<file path="config.mk">
export PLATFORM = sky130hd
export DESIGN_NAME = pss_status_regs
export DESIGN_NICKNAME = d
export VERILOG_FILES = /design/src/design/pss_pkg.sv /design/src/design/pss_status_regs.sv /design/src/design/pss_countdown.sv
export SDC_FILE = /design/constraint.sdc
export NUM_CORES = 1
export LEC_CHECK = 0
export ABC_AREA = 1
export BUFFER_PORTS_ARGS = -buffer_cell sky130_fd_sc_hd__buf_2
export CORE_ASPECT_RATIO = 0.7
export CORE_UTILIZATION = 30
export CTS_BUF_LIST = sky130_fd_sc_hd__clkbuf_4 sky130_fd_sc_hd__clkbuf_8
export CTS_CLUSTER_DIAMETER = 80
export DETAILED_ROUTE_END_ITERATION = 7
export GPL_ROUTABILITY_DRIVEN = 0
export HOLD_SLACK_MARGIN = 0.12
export PLACE_DENSITY = 0.44
export SLEW_MARGIN = 20
export SYNTH_ARGS = -nofsm -noshare
export SYNTH_HDL_FRONTEND = slang
export SYNTH_HIERARCHICAL = 1
export SYNTH_SLANG_ARGS = --single-unit
</file>
<file path="constraint.sdc">
create_clock -name clock -period 2.7 [get_ports clock]
set_input_delay 0.27 -clock clock [delete_from_list [all_inputs] [get_ports clock]]
set_output_delay 0.27 -clock clock [all_outputs]
set_load 0.02 [all_outputs]
</file>
<file path="src/design/pss_pkg.sv">
package pss_pkg;

  // Clock and time base
  localparam int unsigned CLK_FREQ_HZ     = 125_000_000;  // Core clock rate
  localparam int unsigned MS_PER_S        = 1000;         // Milliseconds per second
  localparam int unsigned TICK_CYCLES     = CLK_FREQ_HZ / MS_PER_S;  // Cycles per 1 ms tick
  localparam int unsigned TICK_W          = 17;           // Width of the tick prescaler

  // Timer lengths, counted in 1 ms ticks
  localparam int unsigned CAL_RETRY_S     = 10;           // Calibration retry interval, s
  localparam int unsigned CAL_RETRY_MS    = CAL_RETRY_S * MS_PER_S;
  localparam int unsigned STAB_DEFAULT_MS = 340;          // Stabilise window, default rate
  localparam int unsigned STAB_FAST_MS    = 128;          // Stabilise window, fastest rate
  localparam int unsigned TEST_MODE_MS    = 340;          // Test-mode window after bus event
  localparam int unsigned TMR_W           = 16;           // Timer and readback width

  // Timer slots
  localparam int unsigned TMR_PROX        = 0;            // Proximity retry countdown
  localparam int unsigned TMR_MOTION      = 1;            // Movement retry countdown
  localparam int unsigned TMR_STAB        = 2;            // Start-up stabilisation
  localparam int unsigned TMR_TEST        = 3;            // Test-mode window
  localparam int unsigned TMR_NUM         = 4;

  // Serial bus device address, arbitrary value
  localparam logic [6:0] DEV_ADDR         = 7'h44;

  // Register offsets
  localparam logic [7:0] ADDR_EVENT_FLAGS = 8'h14;
  localparam logic [7:0] ADDR_PROX_FILT_H = 8'h15;
  localparam logic [7:0] ADDR_PROX_FILT_L = 8'h16;
  localparam logic [7:0] ADDR_PROX_REF_H  = 8'h17;
  localparam logic [7:0] ADDR_PROX_REF_L  = 8'h18;
  localparam logic [7:0] ADDR_QREL_REF_H  = 8'h19;
  localparam logic [7:0] ADDR_QREL_REF_L  = 8'h1a;
  localparam logic [7:0] ADDR_MOT_FILT_H  = 8'h1b;
  localparam logic [7:0] ADDR_MOT_FILT_L  = 8'h1c;
  localparam logic [7:0] ADDR_MOT_UPPER_H = 8'h1d;
  localparam logic [7:0] ADDR_MOT_UPPER_L = 8'h1e;
  localparam logic [7:0] ADDR_MOT_LOWER_H = 8'h1f;
  localparam logic [7:0] ADDR_MOT_LOWER_L = 8'h20;
  localparam logic [7:0] ADDR_PROX_RTY_H  = 8'h23;
  localparam logic [7:0] ADDR_PROX_RTY_L  = 8'h24;
  localparam logic [7:0] ADDR_MOT_RTY_H   = 8'h25;
  localparam logic [7:0] ADDR_MOT_RTY_L   = 8'h26;

  // Event flag bit positions
  localparam int unsigned BIT_PROX        = 0;
  localparam int unsigned BIT_TOUCH       = 1;
  localparam int unsigned BIT_RAW         = 2;
  localparam int unsigned BIT_PROX_CAL    = 3;
  localparam int unsigned BIT_MOTION      = 4;
  localparam int unsigned BIT_MOTION_CAL  = 7;

  // Reset values
  localparam logic [7:0]  BYTE_RST        = 8'h00;
  localparam logic [15:0] TMR_RST         = 16'h0000;

  // Serial bus slave states
  typedef enum logic [2:0] {
    PSS_IDLE, PSS_ADDR, PSS_ADDR_ACK, PSS_WR_BYTE, PSS_WR_ACK, PSS_RD_BYTE, PSS_RD_ACK
  } pss_bus_state_t;

endpackage

</file>
<file path="src/design/pss_status_regs.sv">
`timescale 1ns/1ns
`default_nettype none
module pss_status_regs #(
  parameter int unsigned TICK_CYCLES_P = pss_pkg::TICK_CYCLES
) (
  // Clock and reset
  input  wire logic        clock,
  input  wire logic        sys_rst,
  // Serial bus pins
  input  wire logic        scl_in,
  input  wire logic        sda_in,
  output logic             sda_oe,
  // Detection levels and rate select from the sensing engine
  input  wire logic        prox_detect,
  input  wire logic        touch_detect,
  input  wire logic        prox_raw_detect,
  input  wire logic        motion_detect,
  input  wire logic        fast_rate,
  // Calibration results, one-cycle pulses
  input  wire logic        prox_cal_fail,
  input  wire logic        prox_cal_pass,
  input  wire logic        motion_cal_fail,
  input  wire logic        motion_cal_pass,
  // Count values from the sensing engine
  input  wire logic [15:0] filtered_count,
  input  wire logic [15:0] long_average_reference,
  input  wire logic [15:0] quick_release_reference,
  input  wire logic [15:0] motion_filtered_count,
  input  wire logic [15:0] motion_upper_reference,
  input  wire logic [15:0] motion_lower_reference,
  // Device outputs
  output logic             prox_out_oe,
  output logic             prox_cal_retry,
  output logic             motion_cal_retry,
  output logic             stabilizing,
  output logic             test_mode_window
);
  import pss_pkg::*;

  // Millisecond prescaler
  logic [TICK_W-1:0] tick_cnt_q, tick_cnt_d;
  logic              tick_q, tick_d;

  // Timers
  logic [TMR_W-1:0]  tmr_val  [TMR_NUM];  // Load values
  logic [TMR_W-1:0]  tmr_cnt  [TMR_NUM];  // Current counts
  logic [TMR_NUM-1:0] tmr_load;           // Load strobes
  logic [TMR_NUM-1:0] tmr_exp;            // Expiry pulses

  // Status state
  logic started_q, started_d;             // Start-up timers armed
  logic prox_err_q, prox_err_d;           // Proximity calibration error
  logic mot_err_q, mot_err_d;             // Movement calibration error
  logic [7:0] flags_q, flags_d;           // Event flag byte
  logic prox_oe_q, prox_oe_d;             // Open-drain pull-down

  // Bus slave state
  pss_bus_state_t st_q, st_d;
  logic       scl_q, sda_q;               // Previous pin samples
  logic [2:0] bit_q, bit_d;               // Bit index within byte
  logic [7:0] shift_q, shift_d;           // Shift register
  logic [7:0] ptr_q, ptr_d;               // Register pointer
  logic       first_q, first_d;           // Next write byte is the pointer
  logic       rw_q, rw_d;                 // Read transfer
  logic       ack_q, ack_d;               // Host acked last read byte
  logic       clocked_q, clocked_d;       // A bit clocked in since start
  logic       oe_q, oe_d;                 // SDA pull-down
  logic       start_ev, stop_ev;          // Bus conditions
  logic       scl_rise, scl_fall;
  logic [7:0] rd_byte;                    // Read data mux

  // Prescaler
  always_comb begin
    tick_d     = 1'b0;
    tick_cnt_d = tick_cnt_q + 17'h0_0001;
    if (tick_cnt_q == TICK_W'(TICK_CYCLES_P - 1)) begin
      tick_cnt_d = '0;
      tick_d     = 1'b1;
    end
  end

  always_ff @(posedge clock or posedge sys_rst) begin
    if (sys_rst) begin
      tick_cnt_q <= '0;
      tick_q     <= 1'b0;
    end else begin
      tick_cnt_q <= tick_cnt_d;
      tick_q     <= tick_d;
    end
  end

  // One countdown per timer slot
  genvar gi;
  generate
    for (gi = 0; gi < TMR_NUM; gi++) begin : g_tmr
      pss_countdown u_cd (
        .clock    (clock),
        .sys_rst  (sys_rst),
        .tick     (tick_q),
        .load     (tmr_load[gi]),
        .load_val (tmr_val[gi]),
        .count_q  (tmr_cnt[gi]),
        .expire_q (tmr_exp[gi])
      );
    end
  endgenerate

  // Timer loads and calibration error state
  always_comb begin
    started_d  = 1'b1;
    prox_err_d = prox_err_q;
    mot_err_d  = mot_err_q;
    tmr_load   = '0;
    tmr_val[TMR_PROX]   = TMR_W'(CAL_RETRY_MS);
    tmr_val[TMR_MOTION] = TMR_W'(CAL_RETRY_MS);
    tmr_val[TMR_TEST]   = TMR_W'(TEST_MODE_MS);
    // Window length picked from the rate at start-up
    tmr_val[TMR_STAB]   = fast_rate ? TMR_W'(STAB_FAST_MS) : TMR_W'(STAB_DEFAULT_MS);
    tmr_load[TMR_STAB]  = !started_q;
    tmr_load[TMR_TEST]  = !started_q || start_ev || stop_ev;
    // Pass clears, fail sets; a fail in the same cycle wins
    if (prox_cal_pass) begin
      prox_err_d = 1'b0;
      tmr_load[TMR_PROX] = 1'b1;
      tmr_val[TMR_PROX]  = TMR_RST;
    end
    if (prox_cal_fail || (prox_err_q && tmr_exp[TMR_PROX])) begin
      prox_err_d = 1'b1;
      tmr_load[TMR_PROX] = 1'b1;
      tmr_val[TMR_PROX]  = TMR_W'(CAL_RETRY_MS);
    end
    if (motion_cal_pass) begin
      mot_err_d = 1'b0;
      tmr_load[TMR_MOTION] = 1'b1;
      tmr_val[TMR_MOTION]  = TMR_RST;
    end
    if (motion_cal_fail || (mot_err_q && tmr_exp[TMR_MOTION])) begin
      mot_err_d = 1'b1;
      tmr_load[TMR_MOTION] = 1'b1;
      tmr_val[TMR_MOTION]  = TMR_W'(CAL_RETRY_MS);
    end
  end

  // Flag byte and output drive
  always_comb begin
    flags_d = BYTE_RST;
    // Detections are absorbed while the window runs
    if (!stabilizing) begin
      flags_d[BIT_PROX]   = prox_detect;
      flags_d[BIT_TOUCH]  = touch_detect;
      flags_d[BIT_RAW]    = prox_raw_detect;
      flags_d[BIT_MOTION] = motion_detect;
    end
    flags_d[BIT_PROX_CAL]   = prox_err_d;
    flags_d[BIT_MOTION_CAL] = mot_err_d;
    // Proximity calibration error forces the output active to fail safe
    prox_oe_d = flags_d[BIT_PROX] || prox_err_d;
  end

  always_ff @(posedge clock or posedge sys_rst) begin
    if (sys_rst) begin
      started_q  <= 1'b0;
      prox_err_q <= 1'b0;
      mot_err_q  <= 1'b0;
      flags_q    <= BYTE_RST;
      prox_oe_q  <= 1'b0;
    end else begin
      started_q  <= started_d;
      prox_err_q <= prox_err_d;
      mot_err_q  <= mot_err_d;
      flags_q    <= flags_d;
      prox_oe_q  <= prox_oe_d;
    end
  end

  // Pin only ever pulls low; a pull-up makes the high level
  assign prox_out_oe      = prox_oe_q;
  assign prox_cal_retry   = prox_err_q && tmr_exp[TMR_PROX];
  assign motion_cal_retry = mot_err_q && tmr_exp[TMR_MOTION];
  assign stabilizing      = !started_q || (tmr_cnt[TMR_STAB] != TMR_RST);
  assign test_mode_window = !started_q || (tmr_cnt[TMR_TEST] != TMR_RST);
  assign sda_oe           = oe_q;

  // Read mux; unmapped offsets read as zero
  always_comb begin
    case (ptr_q)
      ADDR_EVENT_FLAGS: rd_byte = flags_q;
      ADDR_PROX_FILT_H: rd_byte = filtered_count[15:8];
      ADDR_PROX_FILT_L: rd_byte = filtered_count[7:0];
      ADDR_PROX_REF_H:  rd_byte = long_average_reference[15:8];
      ADDR_PROX_REF_L:  rd_byte = long_average_reference[7:0];
      ADDR_QREL_REF_H:  rd_byte = quick_release_reference[15:8];
      ADDR_QREL_REF_L:  rd_byte = quick_release_reference[7:0];
      ADDR_MOT_FILT_H:  rd_byte = motion_filtered_count[15:8];
      ADDR_MOT_FILT_L:  rd_byte = motion_filtered_count[7:0];
      ADDR_MOT_UPPER_H: rd_byte = motion_upper_reference[15:8];
      ADDR_MOT_UPPER_L: rd_byte = motion_upper_reference[7:0];
      ADDR_MOT_LOWER_H: rd_byte = motion_lower_reference[15:8];
      ADDR_MOT_LOWER_L: rd_byte = motion_lower_reference[7:0];
      ADDR_PROX_RTY_H:  rd_byte = tmr_cnt[TMR_PROX][15:8];
      ADDR_PROX_RTY_L:  rd_byte = tmr_cnt[TMR_PROX][7:0];
      ADDR_MOT_RTY_H:   rd_byte = tmr_cnt[TMR_MOTION][15:8];
      ADDR_MOT_RTY_L:   rd_byte = tmr_cnt[TMR_MOTION][7:0];
      default:          rd_byte = BYTE_RST;
    endcase
  end

  // Bus conditions from sampled pins
  assign start_ev = scl_q && scl_in && sda_q && !sda_in;
  assign stop_ev  = scl_q && scl_in && !sda_q && sda_in;
  assign scl_rise = !scl_q && scl_in;
  assign scl_fall = scl_q && !scl_in;

  // Bus slave next state
  always_comb begin
    st_d    = st_q;
    bit_d   = bit_q;
    shift_d = shift_q;
    ptr_d   = ptr_q;
    first_d = first_q;
    rw_d    = rw_q;
    ack_d   = ack_q;
    clocked_d = clocked_q;
    oe_d    = oe_q;
    if (start_ev) begin
      st_d    = PSS_ADDR;
      bit_d   = 3'h0;
      oe_d    = 1'b0;
      first_d = 1'b1;
      clocked_d = 1'b0;
    end else if (stop_ev) begin
      st_d = PSS_IDLE;
      oe_d = 1'b0;
    end else begin
      case (st_q)
        PSS_IDLE: begin
          oe_d = 1'b0;
        end
        PSS_ADDR, PSS_WR_BYTE: begin
          // Sample on rise, act after the eighth bit's fall
          if (scl_rise) begin
            shift_d = {shift_q[6:0], sda_in};
            bit_d   = bit_q + 3'h1;
            clocked_d = 1'b1;
          // Guard stops the clock fall that closes a start from ending the byte
          end else if (scl_fall && (bit_q == 3'h0) && clocked_q) begin
            if (st_q == PSS_ADDR) begin
              rw_d = shift_q[0];
              oe_d = (shift_q[7:1] == DEV_ADDR);
              st_d = (shift_q[7:1] == DEV_ADDR) ? PSS_ADDR_ACK : PSS_IDLE;
            end else begin
              // Only the pointer byte is kept; data bytes are dropped
              if (first_q) begin
                ptr_d = shift_q;
              end
              first_d = 1'b0;
              oe_d    = 1'b1;
              st_d    = PSS_WR_ACK;
            end
          end
        end
        PSS_ADDR_ACK, PSS_RD_ACK: begin
          if (scl_rise) begin
            ack_d = !sda_in;
          end else if (scl_fall) begin
            if ((st_q == PSS_ADDR_ACK && rw_q) || (st_q == PSS_RD_ACK && ack_q)) begin
              shift_d = {rd_byte[6:0], 1'b0};
              oe_d    = !rd_byte[7];
              bit_d   = 3'h1;
              st_d    = PSS_RD_BYTE;
            end else if (st_q == PSS_ADDR_ACK) begin
              oe_d  = 1'b0;
              bit_d = 3'h0;
              st_d  = PSS_WR_BYTE;
            end else begin
              // Host nack ends the read
              oe_d = 1'b0;
              st_d = PSS_IDLE;
            end
          end
        end
        PSS_WR_ACK: begin
          if (scl_fall) begin
            oe_d  = 1'b0;
            bit_d = 3'h0;
            st_d  = PSS_WR_BYTE;
          end
        end
        PSS_RD_BYTE: begin
          if (scl_fall) begin
            if (bit_q == 3'h0) begin
              oe_d  = 1'b0;
              ptr_d = ptr_q + 8'h01;
              st_d  = PSS_RD_ACK;
            end else begin
              oe_d    = !shift_q[7];
              shift_d = {shift_q[6:0], 1'b0};
              bit_d   = bit_q + 3'h1;
            end
          end
        end
        default: begin
          st_d = PSS_IDLE;
          oe_d = 1'b0;
        end
      endcase
    end
  end

  // Bus slave registers; pins idle high
  always_ff @(posedge clock or posedge sys_rst) begin
    if (sys_rst) begin
      st_q    <= PSS_IDLE;
      scl_q   <= 1'b1;
      sda_q   <= 1'b1;
      bit_q   <= 3'h0;
      shift_q <= BYTE_RST;
      ptr_q   <= BYTE_RST;
      first_q <= 1'b0;
      rw_q    <= 1'b0;
      ack_q   <= 1'b0;
      clocked_q <= 1'b0;
      oe_q    <= 1'b0;
    end else begin
      st_q    <= st_d;
      scl_q   <= scl_in;
      sda_q   <= sda_in;
      bit_q   <= bit_d;
      shift_q <= shift_d;
      ptr_q   <= ptr_d;
      first_q <= first_d;
      rw_q    <= rw_d;
      ack_q   <= ack_d;
      clocked_q <= clocked_d;
      oe_q    <= oe_d;
    end
  end

endmodule
`default_nettype wire

</file>
<file path="src/design/pss_countdown.sv">
`timescale 1ns/1ns
`default_nettype none
module pss_countdown (
  // Clock and reset
  input  wire logic                      clock,
  input  wire logic                      sys_rst,
  // Control
  input  wire logic                      tick,
  input  wire logic                      load,
  input  wire logic [pss_pkg::TMR_W-1:0] load_val,
  // Status
  output logic      [pss_pkg::TMR_W-1:0] count_q,
  output logic                           expire_q
);
  import pss_pkg::*;

  logic [TMR_W-1:0] count_d;   // Next count
  logic             expire_d;  // Next expiry pulse

  // Load wins over counting so a restart is never lost
  always_comb begin
    count_d  = count_q;
    expire_d = 1'b0;
    if (load) begin
      count_d = load_val;
    end else if (tick && (count_q != TMR_RST)) begin
      count_d  = count_q - 16'h0001;
      expire_d = (count_q == 16'h0001);
    end
  end

  // Register stage
  always_ff @(posedge clock or posedge sys_rst) begin
    if (sys_rst) begin
      count_q  <= TMR_RST;
      expire_q <= 1'b0;
    end else begin
      count_q  <= count_d;
      expire_q <= expire_d;
    end
  end

endmodule
`default_nettype wire

</file>
### Word-level counts from Yosys, hierarchy flattened

Index checks and enable logic that the tools add are counted.
Widths: inputs -> output; s select.

| cells by class | value |
|---|---|
| bitwise logic cells | 3 |
| reduce and logical (&&, ||, !) cells | 58 |
| equality and inequality tests | 57 |
| add/subtract/negate cells | 7 |
| mux-type cells | 91 |

Operators by type and width:

| operator | number |
|---|---|
| $mux 16 | 10 |
| $pmux 8 s17 | 1 |
| $eq 8x5->1 const B | 12 |
| $mux 8 | 12 |
| $mux 3 | 22 |
| $reduce_bool 16->1 | 4 |
| $sub 16x1->16 const B | 4 |
| $eq 8x6->1 const B | 5 |
| $mux 1 | 35 |
| $eq 16x1->1 const B | 2 |
| $ne 4x4->1 const B | 8 |
| $mux 14 | 2 |
| $ne 2x2->1 const B | 14 |
| $reduce_and 9->1 | 3 |
| $pmux 8 s3 | 1 |
| $ne 3x3->1 const B | 7 |
| $add 17x1->17 const B | 1 |
| $eq 17x17->1 const B | 1 |
| $logic_and 1x1->1 | 17 |
| $mux 17 | 1 |
| $pmux 8 s2 | 1 |
| $pmux 3 s5 | 1 |
| $reduce_bool 2->1 | 7 |
| $pmux 3 s4 | 1 |
| other kinds (22) | 44 |

| storage, ports and cells | value |
|---|---|
| word-level logic and storage cells | 240 |
| flip-flop bits (word level) | 123 |

### Longest topological paths before layout

Gate-level depths: netlist (run 1).

| logic depth | value |
|---|---|
| depth after elaboration | 9 |
| depth in mapped cells | 13 |
| mapped depth without buffers | 13 |

### Modules after synthesis

The synthesis (run 1) kept the hierarchy.

Modules (own cells, without submodules):

| module | times used | sequential area each (µm²) | cells each | area an instance (µm²) |
|---|---|---|---|---|
| pss_countdown | 4 | 425.4 | 175 | 1192.4 |
| pss_status_regs | 1 | 1378.8 | 660 | 4320.4 |

### Worst setup path after synthesis (run 1)

OpenSTA, ideal clock, no wires.

| path | value |
|---|---|
| path type | register -> register |
| from | register scl_q |
| to | register g_tmr[3].u_cd/count_q[4] in the netlist's numbering |
| cell stages (with the launch flop) | 11 |
| buffers on the path | 2 |
| data required time | 2.631 ns |
| arrival | 1.750 ns |
| library setup time | 0.069 ns |
| slack | 0.882 ns |
| cells stage by stage | dfstp_2 -> nand2_1 -> nor3_2 -> inv_1 -> nand2_1 -> inv_1 -> nand2_1 -> buf_2 -> clkbuf_1 -> nand2_1 -> nand3_1 |

| between the ends | value |
|---|---|
| longest elaborated chain between the ends | 6 |

RTL lines:

| what | RTL line | RTL |
|---|---|---|
| start: declaration | pss_status_regs.sv:59 | `logic scl_q, sda_q;` |
| start signal: assignment | pss_status_regs.sv:326 | `scl_q <= scl_in;` |
| $logic_and 1x1->1 (*) | pss_status_regs.sv:209, pss_status_regs.sv:210 |  |
| $logic_and 1x1->1 (2 in series) | pss_status_regs.sv:209 | `assign start_ev = scl_q && scl_in && sda_q && !sda_in;` |
| $logic_or 1x1->1 | pss_status_regs.sv:120 | `tmr_load[TMR_TEST] = !started_q \|\| start_ev \|\| stop_ev;` |
| $logic_or 1x1->1 (*) | pss_status_regs.sv:120 |  |
| net tmr_load[3] | pss_status_regs.sv:47 | `logic [TMR_NUM-1:0] tmr_load;` |
| $mux 16 or $reduce_bool 2->1 (tied branches) | - |  |
| end signal: assignment | pss_countdown.sv:38 | `count_q <= count_d;` |
| end: declaration | pss_countdown.sv:12 | `output logic [pss_pkg::TMR_W-1:0] count_q,` |

Mark *: on every way through the listed nets, which the timed path passes. The rest lies on a longest branch.
A chain may end at the register's enable or synchronous reset.

### Final worst setup path (run 1)

| path | value |
|---|---|
| from | register g_tmr[2].u_cd/count_q[8] in the netlist's numbering |
| to | output port stabilizing |

| between the ends | value |
|---|---|
| longest elaborated chain between the ends | 2 |

RTL lines:

| what | RTL line | RTL |
|---|---|---|
| start: declaration | pss_countdown.sv:12 |  |
| start signal: assignment | pss_countdown.sv:38 |  |
| $reduce_bool 16->1 | pss_status_regs.sv:180 | `assign stabilizing = !started_q \|\| (tmr_cnt[TMR_STAB] != TMR_RST);` |
| $logic_or 1x1->1 | pss_status_regs.sv:180 |  |
| end: declaration | pss_status_regs.sv:35 | `output logic stabilizing,` |

No other way between the ends.

==> results of run 1 <==
metal layers:
layer	GRT usage (%)	vias up	routed length (um)
li1	-	4758	-
met3	3.420	39	1557
met1	31.68	4279	15930
met4	7.096	0	735
met5	0	-	0
met2	29.30	226	12420
critical path: cells and delay by family (launching register included):
family / cells / cell delay, ns
flip-flops: 1 / 0.44
AND/OR/NAND/NOR: 3 / 0.80
buffers and inverters: 1 / 0.28
registers in the layout, indices dropped and copies added, names as in the netlist:
signal,flops
bit_q,3
st_q,3
started_q,1
clocked_q,1
rw_q,1
tick_cnt_q,17
scl_q,1
mot_err_q,1
flags_q,5
sda_oe,1
shift_q,8
ptr_q,8
prox_out_oe,1
g_tmr.u_cd/expire_q,2
sda_q,1
tick_q,1
ack_q,1
first_q,1
g_tmr.u_cd/count_q,64
stage by stage:
step	setup WS (ns)	utilization [%]	instance area, um2	cells	hold WS, ns
detailed placement	0.5554	34.86	10160	1874	0.2554
global placement	0.5584	34.86	10160	1874	0.2554
finish	0.4523	36.71	10700	1918	0.2058
global route	0.2329	36.71	10700	1918	0.2188
floorplan	0.8817	-	9168	1400	0.1837
CTS	0.3864	36.71	10700	1918	0.1711
path summary, 6_finish.rpt:
kind / cells after the start / slack [ns] / end / from
max: 4 / 0.45 / stabilizing / g_tmr[2].u_cd/count_q[8]
min: 5 / 0.21 / prox_out_oe / prox_cal_pass
max reg2reg: 10 / 0.51 / shift_q[5] / ptr_q[1]
min reg2reg: 1 / 0.47 / tick_cnt_q[0] / tick_cnt_q[0]
max in group asynchronous: 3 / 1.62 / g_tmr[1].u_cd/count_q[3] / sys_rst
min in group asynchronous: 3 / 0.33 / flags_q[4] / sys_rst
power breakdown:
group / internal (uW) / switching, uW
logic: 391 / 593
clock network: 943 / 831
registers: 2010 / 250
total: 3340 / 1670
layout by cell type, fill, tap and decap left out, drive strengths merged:
cell type / instances
nand2: 374
nand3: 290
nor2: 191
buf: 138
dfrtp: 119
inv: 116
conb: 50
o21ai: 48
nand4: 29
a21oi: 28
nand3b: 25
xor2: 22
clkbuf: 22
nor3: 14
ha: 13
dlygate4sd3: 12
xnor2: 10
nor4: 10
clkinv: 7
a31oi: 4
o211ai: 2
a22oi: 2
and3: 2
bufinv: 2
clkinvlp: 2
nor3b: 2
dfstp: 2
o21ba: 1
or2: 1
or4: 1
o22ai: 1
timing repair:
action / in CTS / in global routing
hold buffers: 12 / 0
setup buffers: 0 / 0
gates resized for setup: 0 / 0
endpoints found under the hold margin: 130 / 0
cell type report:
cell class / instances / share of cell area, %
clock buffers: 22 / 2.829
clock inverters: 10 / 1.087
inverters: 117 / 4.104
multi-input cells: 1120 / 50.87
flip-flops and latches: 121 / 28.32
well taps: 378 / 4.420
repair buffers: 150 / 8.371
==> flow_summary.yaml, run 1 <==
critical_path:
  critPathArrivalTime_ns: 1.98
  path_max_fanout: 5
  worstSetupPathType: "register to output port"
  startpoint_type: "register"
  cp.required_ns: 2.43
  worst_path_max_delay_cell: "dfrtp_1"
  crit_path_end_kind: "output port"
  path_cells: "nor4_1 -> nand3_1 -> nand3b_1 -> buf_2"
  cpPeakStageDelay_ns: 0.44
timing:
  finalSetupTns_ns: 0
  slew_violations: 0
  fin_crit_ns: 2.248
  post-route-period-util_pct: 83.25
  tightest_slew_ns: 0.8317
  skew_ns: 0.01297
  maxSlewHeadroom_pct: 44.35
  fmax_ghz: 0.4449
  finalHoldViolCount: 0
  setup_violations: 0
  rsz0062_at_grt: "false"
floorplanning:
  core_um2: 29150
  design.portCount: 115
  die_area_um2: 30660
  initial_core_util_pct: 30.83
  floorplan.rows: 52
  die_x_um: 208.9
  die_h_um: 146.8
pwr:
  power_uw: 5012
  vdd_drop_max_mv: 0.2386
  p_leak_uw: 0.005333
  power_density_nw_per_um2: 468.4
placement:
  dpl.hpwl_mm: 23.07
  port_buffers: 114
global_route:
  grt_max_degree: 93
  antenna_found_initial: 0
  first_global_vias: 8856
  grt.total_usage_pct: 20.82
  overflow: 0
  grt_pass1_wl_mm: 49.55
drt:
  ant_nets: 0
  drt-pass1-iter-count: 6
  drc: 0
  viasPerCell: 4.850
  drt-wirelength-per-cell_um: 15.98
  vias: 9302
  postRouteWirelength_mm: 30.65
  drtIter0Drc: 827
cells_and_area:
  filler_cell_count: 3186
  drive_gt1_share_pct: 14.81
  syn2layout_area_growth_pct: 19.07
  seqCellArea_um2: 3030
  nets: 1649
  diodes: 0
  multiInputGateArea_um2: 5444
clocking:
  h-tree-depth: 4
  clkTransAtPathRegs_ns: 0.08
  cts.path.max_buffers: 2
  root_buffer: "clkbuf_8"
  clk-insertion-delay-late_ns: 0.46
  cts_buffers: 17
  cts_tree: "built"
  cts_sinks: 121
hold_path:
  hold_class: "primary input to register"
logic_synthesis:
  synthCells: 1352
  ys.warnings.count: 6
  syn_area_um2: 8987
  synth.avg_cell_area_um2: 6.647
run:
  drv_cap: 0
outcome:
  outcome: "finished clean"
(Power assumes the default switching activity.)
==> run 2: changes to the inputs <==
==> constraint.sdc (replaced) <==
create_clock -name clock -period 2.2 [get_ports clock]
set_input_delay 0.22 -clock clock [delete_from_list [all_inputs] [get_ports clock]]
set_output_delay 0.22 -clock clock [all_outputs]
set_load 0.02 [all_outputs]
==> run 2 against run 1 <==
Compared with the run above:
- global-route usage rose by 0.11 points
- clock power rose by 23%
- setup slack got worse by 0.37 ns
- first-iteration DRC count rose by 6.2%
- die area did not move
- critical path depth did not move
- total power rose by 24%
- wire length rose by 1.6%
- largest power group unchanged
- highest routed layer unchanged
==> flow_summary.yaml, run 2 (synthesis results as in run 1) <==
outcome:
  outcome: "finished clean"
critical_path:
  crit_path_end_kind: "output port"
  path_max_fanout: 5
  startpoint_type: "register"
  cp.required_ns: 1.98
  worstSetupPathType: "register to output port"
  critPathArrivalTime_ns: 1.90
  rrSetupSlack_ns: 0.16
global_route:
  first_global_vias: 8842
  grt_util_met3_pct: 3.634
  antenna_found_initial: 1
  grt_use_met1_pct: 32.57
  grt_max_degree: 73
  grt_use_met2_pct: 28.50
  grt_pass1_wl_mm: 49.80
  overflow: 0
  grt.total_usage_pct: 20.92
  grt-busiest-layer: "met1"
timing:
  setup_violations: 0
  slew_violations: 0
  post-route-period-util_pct: 96.34
  tightest_slew_ns: 0.8114
  fmax_ghz: 0.4718
  rsz0062_at_grt: "true"
  fin_crit_ns: 2.120
  finalSetupTns_ns: 0
  maxSlewHeadroom_pct: 45.85
  holdWs_ns: 0.1838
  skew_ns: 0.01808
  finalHoldViolCount: 0
cells_and_area:
  reg_top3: "g_tmr.u_cd/count_q (64), tick_cnt_q (17)"
  largest_reg_flops: 64
  syn2layout_area_growth_pct: 21.63
  nets: 1672
  instances_no_fill: 1942
  drive_gt1_share_pct: 16.51
  final_cell_mix: "nand2_1 (355), nand3_1 (290), nor2_1 (160), dfrtp_1 (118), buf_2 (114)"
  final_common_cell: "nand2_1"
  filler_cell_count: 3187
  regMostFlops: "g_tmr.u_cd/count_q"
drt:
  drt-pass1-iter-count: 6
  postRouteWirelength_mm: 31.14
  drt-wirelength-per-cell_um: 16.03
  drtIter0Drc: 878
  ant_nets: 0
  viasPerCell: 4.861
  vias: 9441
  drc: 0
pwr:
  p_clk_share_pct: 35.2
  p_leak_uw: 0.005447
  intPower_uw: 4131
  p_sw_uw: 2067
  vdd_drop_max_mv: 0.3287
  power_density_nw_per_um2: 567.0
  p_seq_share_pct: 44.7
  comb_power_share_pct: 20.1
  power_uw: 6199
  switching_share_pct: 33.35
hold_path:
  hold_class: "primary input to register"
clocking:
  cts.path.max_buffers: 2
  root_buffer: "clkbuf_8"
  cts_tree: "built"
  h-tree-depth: 4
  cts_sinks: 121
  clk-insertion-delay-late_ns: 0.46
  clkTransAtPathRegs_ns: 0.08
  cts_buffers: 17
floorplanning:
  die_h_um: 146.8
  floorplan.rows: 52
  initial_core_util_pct: 30.83
  design.portCount: 115
  die_x_um: 208.9
  die_area_um2: 30660
  core_um2: 29150
placement:
  dpl.hpwl_mm: 23.70
  port_buffers: 114
  dp_cells: 1894
run:
  drv_cap: 0
## run 2: worst max-delay path, cell delays in order (launching register included)
cell	delay (ns)
dfrtp_2	0.45
or4_1	0.53
nor3_2	0.14
nand4_1	0.12
buf_2	0.19
## run 2: area by class of cell
cell class	count	area (um2)	share of cell area, %
multi-input cells	1120	5469	50.03
flip-flops and latches	121	3032	27.73
diodes	1	2.502	0.02289
well taps	378	473.0	4.326
clock inverters	9	112.6	1.030
repair buffers	173	1094	10.00
clock buffers	23	310.3	2.839
inverters	117	439.2	4.017
## run 2: worst paths after layout
path                                     startpoint                        to  depth (start not counted)
max                        g_tmr[3].u_cd/count_q[3]          test_mode_window                          4
min                                   prox_cal_pass               prox_out_oe                          5
max in group asynchronous                   sys_rst  g_tmr[1].u_cd/count_q[6]                          3
max reg2reg                                ptr_q[0]                shift_q[7]                         11
min in group asynchronous                   sys_rst                flags_q[3]                          4
min reg2reg                           tick_cnt_q[0]             tick_cnt_q[0]                          1
## run 2: power groups by stage
stage | logic (uW) | registers, uW | clock network, uW
floorplan | 863 | 2690 | 0
global placement | 1230 | 2800 | 0
detailed placement | 1230 | 2800 | 0
CTS | 1250 | 2760 | 2260
global route | 1450 | 2810 | 2350
finish | 1250 | 2770 | 2180
## run 2: routing by layer
metal,share of wire (%),routed length (um),vias to the layer above
met3,6.1,1897,38
li1,-,-,4803
met4,2.3,720,0
met1,53,16390,4306
met2,39,12130,294
met5,0,0,-
## run 2: timing repair
action	4_1_cts	5_1_grt
setup buffers	1	2
gates resized for setup	1	7
endpoints found under the setup margin	2	12
hold buffers	12	0
endpoints found under the hold margin	132	0
pin swaps	0	1
## run 2: metrics by stage
step	area [um2]	util [%]	setup WS [ns]
2_1_floorplan	9168	-	0.3817
3_3_place_gp	10320	35.42	0.08975
3_5_place_dp	10320	35.42	0.06698
4_1_cts	10880	37.33	0.02291
5_1_grt	10930	37.50	0.001268
6_report	10930	37.50	0.08045
